--- src/shared/core_irq_map.vh ---
// Register offsets, field positions, vectors and mode codes of the interrupt controller
`ifndef CORE_IRQ_MAP_VH
`define CORE_IRQ_MAP_VH

// Bus and program counter widths
`define IRQ_ADDR_W      8
`define IRQ_DATA_W      8
`define IRQ_PC_W        12

// Register offsets
`define IRQ_OPTION_ADDR 8'hC8
`define IRQ_STATUS_ADDR 8'hCA
`define IRQ_EVENT_ADDR  8'hCB

// Option register layout and reset value
`define IRQ_OPTION_RST  8'h00
`define IRQ_OPTION_MASK 8'h70
`define IRQ_LES_BIT     6
`define IRQ_ESB_BIT     5
`define IRQ_GEN_BIT     4

// Status register layout
`define IRQ_ST_NMI_BIT  0
`define IRQ_ST_SRC1_BIT 1
`define IRQ_ST_SRC2_BIT 2
`define IRQ_ST_MODE_LSB 3
`define IRQ_ST_SP_LSB   5

// Fixed vector words in program space
`define IRQ_VEC_SRC0    12'hFFC
`define IRQ_VEC_SRC1    12'hFF6
`define IRQ_VEC_SRC2    12'hFF4
`define IRQ_VEC_SRC3    12'hFF2
`define IRQ_VEC_SRC4    12'hFF0

// Core operating modes, also the flag set index
`define IRQ_MODE_NORMAL 2'h0
`define IRQ_MODE_IRQ    2'h1
`define IRQ_MODE_NMI    2'h2

// Default sizes
`define IRQ_STACK_DEPTH 6
`define IRQ_EVT_W       4

`endif

--- src/hdl/pin_sync.v ---
// Three-stage pin synchroniser with agreement filter
`timescale 1ns/10ps
`default_nettype none

module pin_sync #(
  parameter       WIDTH   = 1,
  parameter [0:0] IDLE    = 1'b1
) (
  input  wire             core_clk_i,
  input  wire             rst_n_i,
  input  wire [WIDTH-1:0] pin_i,
  output wire [WIDTH-1:0] level_o
);

  reg [WIDTH-1:0] s1_q;
  reg [WIDTH-1:0] s2_q;
  reg [WIDTH-1:0] s3_q;
  reg [WIDTH-1:0] level_q;

  // First stage feeds only the second; the filter looks at stages two and three
  always @(posedge core_clk_i) begin
    if (!rst_n_i) begin
      s1_q    <= {WIDTH{IDLE}};
      s2_q    <= {WIDTH{IDLE}};
      s3_q    <= {WIDTH{IDLE}};
      level_q <= {WIDTH{IDLE}};
    end else begin
      s1_q    <= pin_i;
      s2_q    <= s1_q;
      s3_q    <= s2_q;
      level_q <= (s2_q & s3_q) | (level_q & (s2_q ^ s3_q)) | (s2_q & s3_q);
    end
  end

  assign level_o = level_q;

endmodule // pin_sync

`default_nettype wire

--- src/hdl/core_interrupt_controller.v ---
// Interrupt request, priority, entry and return logic for an 8-bit core
// Summary of operation
// - Four maskable sources plus top-ranked non-maskable source
// - Each source has its fixed vector word
// - Accepted request loads PC with its vector
// - Events OR onto sources; per-event flags readable
// - Non-maskable pre-empts all but itself; maskables never nest
// - Pending maskables served source 1 to 4
// - Global enable masks maskables and gates wake-up
// - Non-maskable request latched, cleared on entry
// - Source 1 level or falling edge by select
// - Source 2 edge, polarity bit picks direction
// - Sources 3 and 4 level only
// - Edge latch holds one request, cleared on entry
// - Level requests unstored, sampled after instruction
// - Test requests after each instruction, then enter
// - Separate carry/zero sets per mode, auto switched
// - Entry swaps flags, pushes PC, inhibits, vectors
// - Return restores flag set and pops PC
// - Disabled non-maskable still served, cannot wake
// - Option register write-only, byte wide, reset zero
`timescale 1ns/10ps
`default_nettype none
`include "core_irq_map.vh"

module core_interrupt_controller #(
  parameter EVT_W       = `IRQ_EVT_W,
  parameter STACK_DEPTH = `IRQ_STACK_DEPTH,
  parameter SP_W        = 3
) (
  input  wire                   core_clk_i,
  input  wire                   rst_n_i,
  // Register port
  input  wire [`IRQ_ADDR_W-1:0] addr_i,
  input  wire [`IRQ_DATA_W-1:0] wdata_i,
  input  wire                   wr_i,
  input  wire                   rd_i,
  output wire [`IRQ_DATA_W-1:0] rdata_o,
  // Request lines
  input  wire                   nmi_pin_n_i,
  input  wire                   src1_pin_i,
  input  wire                   src2_pin_i,
  input  wire [EVT_W-1:0]       src3_evt_i,
  input  wire [EVT_W-1:0]       src4_evt_i,
  // Core sequencer side
  input  wire                   instr_end_i,
  input  wire                   return_from_interrupt_i,
  input  wire [`IRQ_PC_W-1:0]   pc_i,
  input  wire                   sleep_i,
  input  wire                   flag_we_i,
  input  wire                   carry_i,
  input  wire                   zero_i,
  output wire                   take_o,
  output wire [`IRQ_PC_W-1:0]   vector_o,
  output wire                   ret_o,
  output wire [`IRQ_PC_W-1:0]   pc_ret_o,
  output wire [1:0]             mode_o,
  output wire                   carry_o,
  output wire                   zero_o,
  output wire                   wake_o
);

  // Synchronised pin levels
  wire        nmi_s;
  wire        src1_s;
  wire        src2_s;

  // Option register and derived controls
  reg  [`IRQ_DATA_W-1:0] irq_option_reg_q;
  wire        src1_level_select;
  wire        src2_edge_polarity;
  wire        global_irq_enable;

  // Edge history and request latches
  reg         nmi_prev_q;
  reg         src1_prev_q;
  reg         src2_prev_q;
  reg         nmi_lat_q;
  reg         src1_lat_q;
  reg         src2_lat_q;
  wire        nmi_edge;
  wire        src1_edge;
  wire        src2_edge;

  // Request arbitration
  wire [4:1]  mask_req;
  wire        stack_full;
  wire        can_nmi;
  wire        can_mask;
  wire        take_nmi;
  wire        take_mask;
  reg  [2:0]  sel_src;
  reg  [`IRQ_PC_W-1:0] sel_vec;

  // Mode, stack and outputs
  reg  [1:0]  mode_q;
  reg  [SP_W-1:0] sp_q;
  reg  [`IRQ_PC_W-1:0] stk_pc [0:STACK_DEPTH-1];
  reg  [1:0]  stk_mode [0:STACK_DEPTH-1];
  wire        do_ret;
  wire [SP_W-1:0] sp_top;
  reg         take_q;
  reg  [`IRQ_PC_W-1:0] vector_q;
  reg         ret_q;
  reg  [`IRQ_PC_W-1:0] pc_ret_q;
  reg  [`IRQ_DATA_W-1:0] rdata_q;
  wire [2:0]  carry_set;
  wire [2:0]  zero_set;

  // NMI idles high and is taken on its falling edge
  pin_sync #(
    .WIDTH (3),
    .IDLE  (1'b1)
  ) u_pin_sync (
    .core_clk_i (core_clk_i),
    .rst_n_i    (rst_n_i),
    .pin_i      ({nmi_pin_n_i, src2_pin_i, src1_pin_i}),
    .level_o    ({nmi_s, src2_s, src1_s})
  );

  assign src1_level_select  = irq_option_reg_q[`IRQ_LES_BIT];
  assign src2_edge_polarity = irq_option_reg_q[`IRQ_ESB_BIT];
  assign global_irq_enable  = irq_option_reg_q[`IRQ_GEN_BIT];

  // Option register: whole-byte writes only, no read path, cleared on reset
  always @(posedge core_clk_i) begin
    if (!rst_n_i) begin
      irq_option_reg_q <= `IRQ_OPTION_RST;
    end else if (wr_i && (addr_i == `IRQ_OPTION_ADDR)) begin
      irq_option_reg_q <= wdata_i & `IRQ_OPTION_MASK;
    end
  end

  // Edge detection on the filtered pin levels
  assign nmi_edge  = nmi_prev_q & ~nmi_s;
  assign src1_edge = src1_prev_q & ~src1_s;
  assign src2_edge = src2_edge_polarity ? (~src2_prev_q & src2_s)
                                        : (src2_prev_q & ~src2_s);

  always @(posedge core_clk_i) begin
    if (!rst_n_i) begin
      nmi_prev_q  <= 1'b1;
      src1_prev_q <= 1'b1;
      src2_prev_q <= 1'b1;
    end else begin
      nmi_prev_q  <= nmi_s;
      src1_prev_q <= src1_s;
      src2_prev_q <= src2_s;
    end
  end

  // Request latches: one stored request each, a new edge wins over the entry clear
  always @(posedge core_clk_i) begin
    if (!rst_n_i) begin
      nmi_lat_q  <= 1'b0;
      src1_lat_q <= 1'b0;
      src2_lat_q <= 1'b0;
    end else begin
      if (nmi_edge)
        nmi_lat_q <= 1'b1;
      else if (take_nmi)
        nmi_lat_q <= 1'b0;
      if (src1_edge && !src1_level_select)
        src1_lat_q <= 1'b1;
      else if (take_mask && (sel_src == 3'h1))
        src1_lat_q <= 1'b0;
      if (src2_edge)
        src2_lat_q <= 1'b1;
      else if (take_mask && (sel_src == 3'h2))
        src2_lat_q <= 1'b0;
    end
  end

  // Level sources are looked at only now, nothing is stored for them
  assign mask_req[1] = src1_level_select ? ~src1_s : src1_lat_q;
  assign mask_req[2] = src2_lat_q;
  assign mask_req[3] = |src3_evt_i;
  assign mask_req[4] = |src4_evt_i;

  // A full stack refuses entry rather than overwrite a return address
  assign stack_full = (sp_q == STACK_DEPTH[SP_W-1:0]);

  // Non-maskable runs whatever the enable and mode, except inside itself
  assign can_nmi  = nmi_lat_q && (mode_q != `IRQ_MODE_NMI) && !stack_full;
  // Maskables only from normal mode, so they never nest and wait out an NMI
  assign can_mask = global_irq_enable && (|mask_req) &&
                    (mode_q == `IRQ_MODE_NORMAL) && !stack_full;

  // Requests are tested only at an instruction boundary; a return goes first
  assign take_nmi  = instr_end_i && !return_from_interrupt_i && can_nmi;
  assign take_mask = instr_end_i && !return_from_interrupt_i && !can_nmi &&
                     can_mask;

  // Fixed priority pick and vector lookup
  always @* begin
    sel_src = 3'h0;
    sel_vec = `IRQ_VEC_SRC0;
    if (!can_nmi) begin
      if (mask_req[1]) begin
        sel_src = 3'h1;
        sel_vec = `IRQ_VEC_SRC1;
      end else if (mask_req[2]) begin
        sel_src = 3'h2;
        sel_vec = `IRQ_VEC_SRC2;
      end else if (mask_req[3]) begin
        sel_src = 3'h3;
        sel_vec = `IRQ_VEC_SRC3;
      end else if (mask_req[4]) begin
        sel_src = 3'h4;
        sel_vec = `IRQ_VEC_SRC4;
      end
    end
  end

  assign do_ret = return_from_interrupt_i && (sp_q != {SP_W{1'b0}});
  assign sp_top = sp_q - {{(SP_W-1){1'b0}}, 1'b1};

  // Entry and return sequencing of mode and stack pointer
  always @(posedge core_clk_i) begin
    if (!rst_n_i) begin
      mode_q   <= `IRQ_MODE_NORMAL;
      sp_q     <= {SP_W{1'b0}};
      take_q   <= 1'b0;
      vector_q <= {`IRQ_PC_W{1'b0}};
      ret_q    <= 1'b0;
      pc_ret_q <= {`IRQ_PC_W{1'b0}};
    end else begin
      take_q <= take_nmi | take_mask;
      ret_q  <= do_ret;
      if (take_nmi || take_mask) begin
        mode_q   <= take_nmi ? `IRQ_MODE_NMI : `IRQ_MODE_IRQ;
        sp_q     <= sp_q + {{(SP_W-1){1'b0}}, 1'b1};
        vector_q <= sel_vec;
      end else if (do_ret) begin
        mode_q   <= stk_mode[sp_top];
        sp_q     <= sp_top;
        pc_ret_q <= stk_pc[sp_top];
      end
    end
  end

  // Stack storage keeps the return address and the mode left behind
  always @(posedge core_clk_i) begin
    if (take_nmi || take_mask) begin
      stk_pc[sp_q]   <= pc_i;
      stk_mode[sp_q] <= mode_q;
    end
  end

  // One carry/zero pair per mode; the active mode picks the pair
  genvar g;
  generate
    for (g = 0; g < 3; g = g + 1) begin : g_flag
      reg carry_q;
      reg zero_q;
      always @(posedge core_clk_i) begin
        if (!rst_n_i) begin
          carry_q <= 1'b0;
          zero_q  <= 1'b0;
        end else if (flag_we_i && (mode_q == g)) begin
          carry_q <= carry_i;
          zero_q  <= zero_i;
        end
      end
      assign carry_set[g] = carry_q;
      assign zero_set[g]  = zero_q;
    end
  endgenerate

  assign carry_o = (mode_q == `IRQ_MODE_NMI) ? carry_set[2] :
                   (mode_q == `IRQ_MODE_IRQ) ? carry_set[1] : carry_set[0];
  assign zero_o  = (mode_q == `IRQ_MODE_NMI) ? zero_set[2] :
                   (mode_q == `IRQ_MODE_IRQ) ? zero_set[1] : zero_set[0];

  // Wake needs the global enable even for NMI, unlike servicing
  assign wake_o = sleep_i && global_irq_enable &&
                  (nmi_lat_q || (|mask_req));

  // Read port: option register is write-only and reads as zero
  always @(posedge core_clk_i) begin
    if (!rst_n_i) begin
      rdata_q <= {`IRQ_DATA_W{1'b0}};
    end else if (rd_i) begin
      case (addr_i)
        `IRQ_STATUS_ADDR: begin
          rdata_q <= {`IRQ_DATA_W{1'b0}};
          rdata_q[`IRQ_ST_NMI_BIT]  <= nmi_lat_q;
          rdata_q[`IRQ_ST_SRC1_BIT] <= src1_lat_q;
          rdata_q[`IRQ_ST_SRC2_BIT] <= src2_lat_q;
          rdata_q[`IRQ_ST_MODE_LSB +: 2] <= mode_q;
          rdata_q[`IRQ_ST_SP_LSB +: SP_W] <= sp_q;
        end
        `IRQ_EVENT_ADDR: begin
          rdata_q <= {src4_evt_i, src3_evt_i};
        end
        default: begin
          rdata_q <= {`IRQ_DATA_W{1'b0}};
        end
      endcase
    end else begin
      rdata_q <= {`IRQ_DATA_W{1'b0}};
    end
  end

  assign rdata_o  = rdata_q;
  assign take_o   = take_q;
  assign vector_o = vector_q;
  assign ret_o    = ret_q;
  assign pc_ret_o = pc_ret_q;
  assign mode_o   = mode_q;

endmodule // core_interrupt_controller

`default_nettype wire

--- config.mk ---
export PLATFORM = sky130hd
export DESIGN_NAME = core_interrupt_controller
export DESIGN_NICKNAME = d
export VERILOG_FILES = /design/src/hdl/pin_sync.v /design/src/hdl/core_interrupt_controller.v
export VERILOG_INCLUDE_DIRS = /design/src /design/src/shared
export SDC_FILE = /design/constraint.sdc
export NUM_CORES = 1
export LEC_CHECK = 0
export BUFFER_PORTS_ARGS = -buffer_cell sky130_fd_sc_hd__buf_2
export CORE_MARGIN = 5
export CORE_UTILIZATION = 25
export CTS_CLUSTER_DIAMETER = 50
export DETAILED_ROUTE_END_ITERATION = 8
export GPL_TIMING_DRIVEN = 1
export PLACE_DENSITY = 0.4
export SLEW_MARGIN = 25
export SYNTH_ARGS = -nofsm -noshare
export SYNTH_HDL_FRONTEND = slang
export SYNTH_SLANG_ARGS = --single-unit
--- constraint.sdc ---
create_clock -name core_clk_i -period 7.8 [get_ports core_clk_i]
set_input_delay 1.56 -clock core_clk_i [delete_from_list [all_inputs] [get_ports core_clk_i]]
set_output_delay 1.56 -clock core_clk_i [all_outputs]
set_load 0.005 [all_outputs]
==> results.py <==
metrics = {
    "sta": {
        "relSlewSlack": 0.370,
        "finClkSkew_ns": 0.0103,
        "rsz0062_at_grt": "false",
        "slew_viol_final": 0,
        "fmax_mhz": 220,
        "setup_viol": 0,
        "period_needed_ns": 4.55,
        "worst_pin_slew_ns": 0.944,
        "timing.final.crit_share": 0.583,
        "finalHoldViolations": 0,
        "setup-tns-final_ns": 0,
        "worst_slack_ns": 3.25,
    },
    "drt": {
        "antenna_left": 0,
        "vias": 3484,
        "post-route-drc-count": 0,
        "wl_mm": 13.1,
        "wl_per_cell_um": 16.8,
        "drt_pass1_iterations": 4,
        "drtIter0Drc": 131,
        "vias_per_cell": 4.47,
    },
    "clock_tree": {
        "clk_latency_ns": 0.42,
        "post-cts-setup-buffers": 0,
        "cts.sinks": 142,
        "clk_path_buf_depth": 2,
        "cts.clk_slew.worst_paths_ns": 0.06,
        "cts-buffers-inserted": 17,
        "htreeDepth": 4,
        "ctsHoldBuffers": 0,
        "cts_resized": 0,
        "cts_tree": "done",
        "root_buffer": "clkbuf_16",
    },
    "die": {
        "dieArea_um2": 25500,
        "rows": 54,
        "start_util": 0.255,
        "die_y_um": 160,
        "num_io_pins": 88,
        "dieWidth_um": 160,
        "coreArea_um2": 22000,
    },
    "global_route": {
        "grt_pass1_wl_mm": 20.1,
        "grt_use_total": 0.104,
        "grt_pass1_vias": 3483,
        "antenna_found_initial": 2,
        "globalRouteOverflowTotal": 0,
        "grt_max_degree": 35,
    },
    "yosys": {
        "synth_edf_count": 84,
        "ys.flop_type": "edfxtp_1",
        "synthDistinctLibCells": 50,
        "synth_commonest_cells": "edfxtp_1, dfxtp_1, nor2_1",
        "netlist_area_um2": 5600,
        "synth.most_common_cell": "edfxtp_1",
        "async_reset_ff_frac": 0,
        "syn_inst": 409,
        "synth_area_leaders": "edfxtp_1, dfxtp_1, mux4_2",
        "synth_largest_area_cell": "edfxtp_1",
        "synth.avg_cell_area_um2": 13.7,
        "syn-num-nets": 465,
        "yosysSeqAreaShare": 0.658,
        "ys_warn_count": 0,
        "synth_top_area_frac": 0.451,
        "ys_seq_elements": 142,
    },
    "critical_path": {
        "end_kind": "output pin",
        "path_delay_family": "compound AO/OA/AOI/OAI gates",
        "cp_cell_sequence": "buf_2 -> nor4_1 -> o2111ai_1 -> o211a_1 -> buf_2",
        "critical_path_required_ns": 6.24,
        "crit_top_cell": "buf_2",
        "start_kind": "input pin",
        "cp_slowest_cell": "nor4_1",
        "critPathMaxFanout": 3,
        "crit_arrival_ns": 2.99,
        "cp_slowest_stage_delay_ns": 0.56,
        "crit_buf_inv": 2,
        "timing_worst_setup_path_type": "in2out",
    },
    "status": {
        "outcome": "finished, final reports clean",
    },
    "pwr": {
        "powerDensity_nw_per_um2": 313,
        "vdd_drop_max_v": 0.000174,
        "power.leakage_uw": 0.00246,
    },
    "finish": {
        "finalNonFillerCells": 779,
        "drive_above_1_share": 0.295,
        "fin_nets": 542,
        "syn2layout_area_growth_pct": 22.0,
        "diodes": 0,
    },
    "placement": {
        "hpwl_mm": 8.18,
        "dp_cells": 747,
        "place_ws_ns": 3.24,
        "io_buffers": 81,
        "place.gp.congestion": 0.738,
    },
    "worst_hold_path": {
        "hold_path_class": "reg2reg",
    },
    "run": {
        "drv_cap": 0,
    },
}
-- worst register-to-register path, cell delays in order, from the launching register on --
cell and delay [ns]:
dfxtp_1 0.57, nor4b_1 0.52, nand3_1 0.18, o21ai_1 0.38, nand2_1 0.19, nor2_2 0.75
-- logic make-up (layout without fill, tap and decap cells) --
kind of cell,after synthesis,count (layout),synth area share
simple gates,114,114,0.106
mux,40,40,0.103
xor+xnor,2,2,0.00447
other cells,1,1,0.000670
fa+ha+maj,7,7,0.0156
flops,142,142,0.658
buf+inv,35,125,0.0364
compound gates,68,68,0.0758
-- state kept, by name (all words and copies together), names as in the netlist --
| register | count |
|---|---|
| g_flag.carry_q | 3 |
| g_flag.zero_q | 3 |
| irq_option_reg_q | 3 |
| mode_o | 2 |
| nmi_lat_q | 1 |
| nmi_prev_q | 1 |
| pc_ret_o | 12 |
| rdata_o | 8 |
| ret_o | 1 |
| sp_q | 3 |
| src1_lat_q | 1 |
| src1_prev_q | 1 |
| src2_lat_q | 1 |
| src2_prev_q | 1 |
| stk_mode | 12 |
| stk_pc | 72 |
| take_o | 1 |
| u_pin_sync.level_o | 3 |
| u_pin_sync.s1_q | 3 |
| u_pin_sync.s2_q | 3 |
| u_pin_sync.s3_q | 3 |
| vector_o | 4 |
-- routing by layer --
layer  part of all wire  track usage  vias up  routed length, µm
met5             0.0031            0        -                 40
met4              0.017       0.0410        4                223
met3              0.065       0.0358       24                856
met2               0.46        0.164      103               6000
met1               0.46        0.132     1684               5960
li1                   -            -     1669                  -
-- final cells by class --
type                       instances  area (µm²)
clock buffer                      18         429
clock inverter                    14         130
fill                            2212       15100
inverter                           8        30.0
multi-input combinational        232        1770
sequential                       142        3680
tap                              280         350
timing repair buffer              85         435
-- per-stage QoR --
step	area (µm²)	power (µW)	hold WS, ns	utilization
6_report	6830	2130	0.405	0.311
5_1_grt	6830	2250	0.413	0.311
4_1_cts	6830	2180	0.408	0.311
3_5_place_dp	6270	1400	0.392	0.286
3_3_place_gp	6270	1400	0.390	0.286
2_1_floorplan	5600	1230	0.386	-
-- path summary, 6_finish.rpt --
kind	slack [ns]	cells after the start	to	start
max	3.25	5	wake_o	src4_evt_i[1]
min	0.41	1	u_pin_sync.s2_q[1]	u_pin_sync.s1_q[1]
max reg2reg	4.83	5	stk_pc[3][11]	mode_o[1]
min reg2reg	0.41	1	u_pin_sync.s2_q[1]	u_pin_sync.s1_q[1]
-- report_power, final --
group | internal, µW | total, µW | switching (µW)
logic | 201 | 485 | 284
clock network | 443 | 765 | 322
registers | 836 | 885 | 49.1
total | 1480 | 2130 | 655
-- layout by cell type, fill, tap and decap left out, types with 2 or more instances in the layout --
| cell | synthesis | layout |
|---|---|---|
| nor4_2 | 1 | 4 |
| nor2_1 | 44 | 43 |
| mux2i_1 | 26 | 26 |
| o2bb2ai_1 | 2 | 2 |
| a211oi_1 | 4 | 4 |
| clkbuf_16 | 0 | 17 |
| nand2_1 | 13 | 13 |
| buf_2 | 3 | 81 |
| nand3_1 | 15 | 15 |
| o21ai_1 | 3 | 3 |
| nor2_2 | 3 | 4 |
| nand3b_1 | 2 | 2 |
| a21oi_1 | 20 | 20 |
| edfxtp_1 | 84 | 84 |
| nor2b_1 | 4 | 4 |
| and3_1 | 2 | 2 |
| nor3_4 | 0 | 2 |
| o21ai_0 | 19 | 18 |
| a22oi_1 | 9 | 9 |
| dfxtp_1 | 58 | 57 |
| inv_6 | 0 | 4 |
| clkinv_4 | 0 | 3 |
| a211o_1 | 3 | 3 |
| ha_1 | 7 | 7 |
| inv_1 | 8 | 8 |
| nand2b_1 | 14 | 14 |
| clkinv_2 | 0 | 4 |
| buf_4 | 11 | 4 |
| mux4_2 | 14 | 14 |
(Power assumes the default switching activity.)
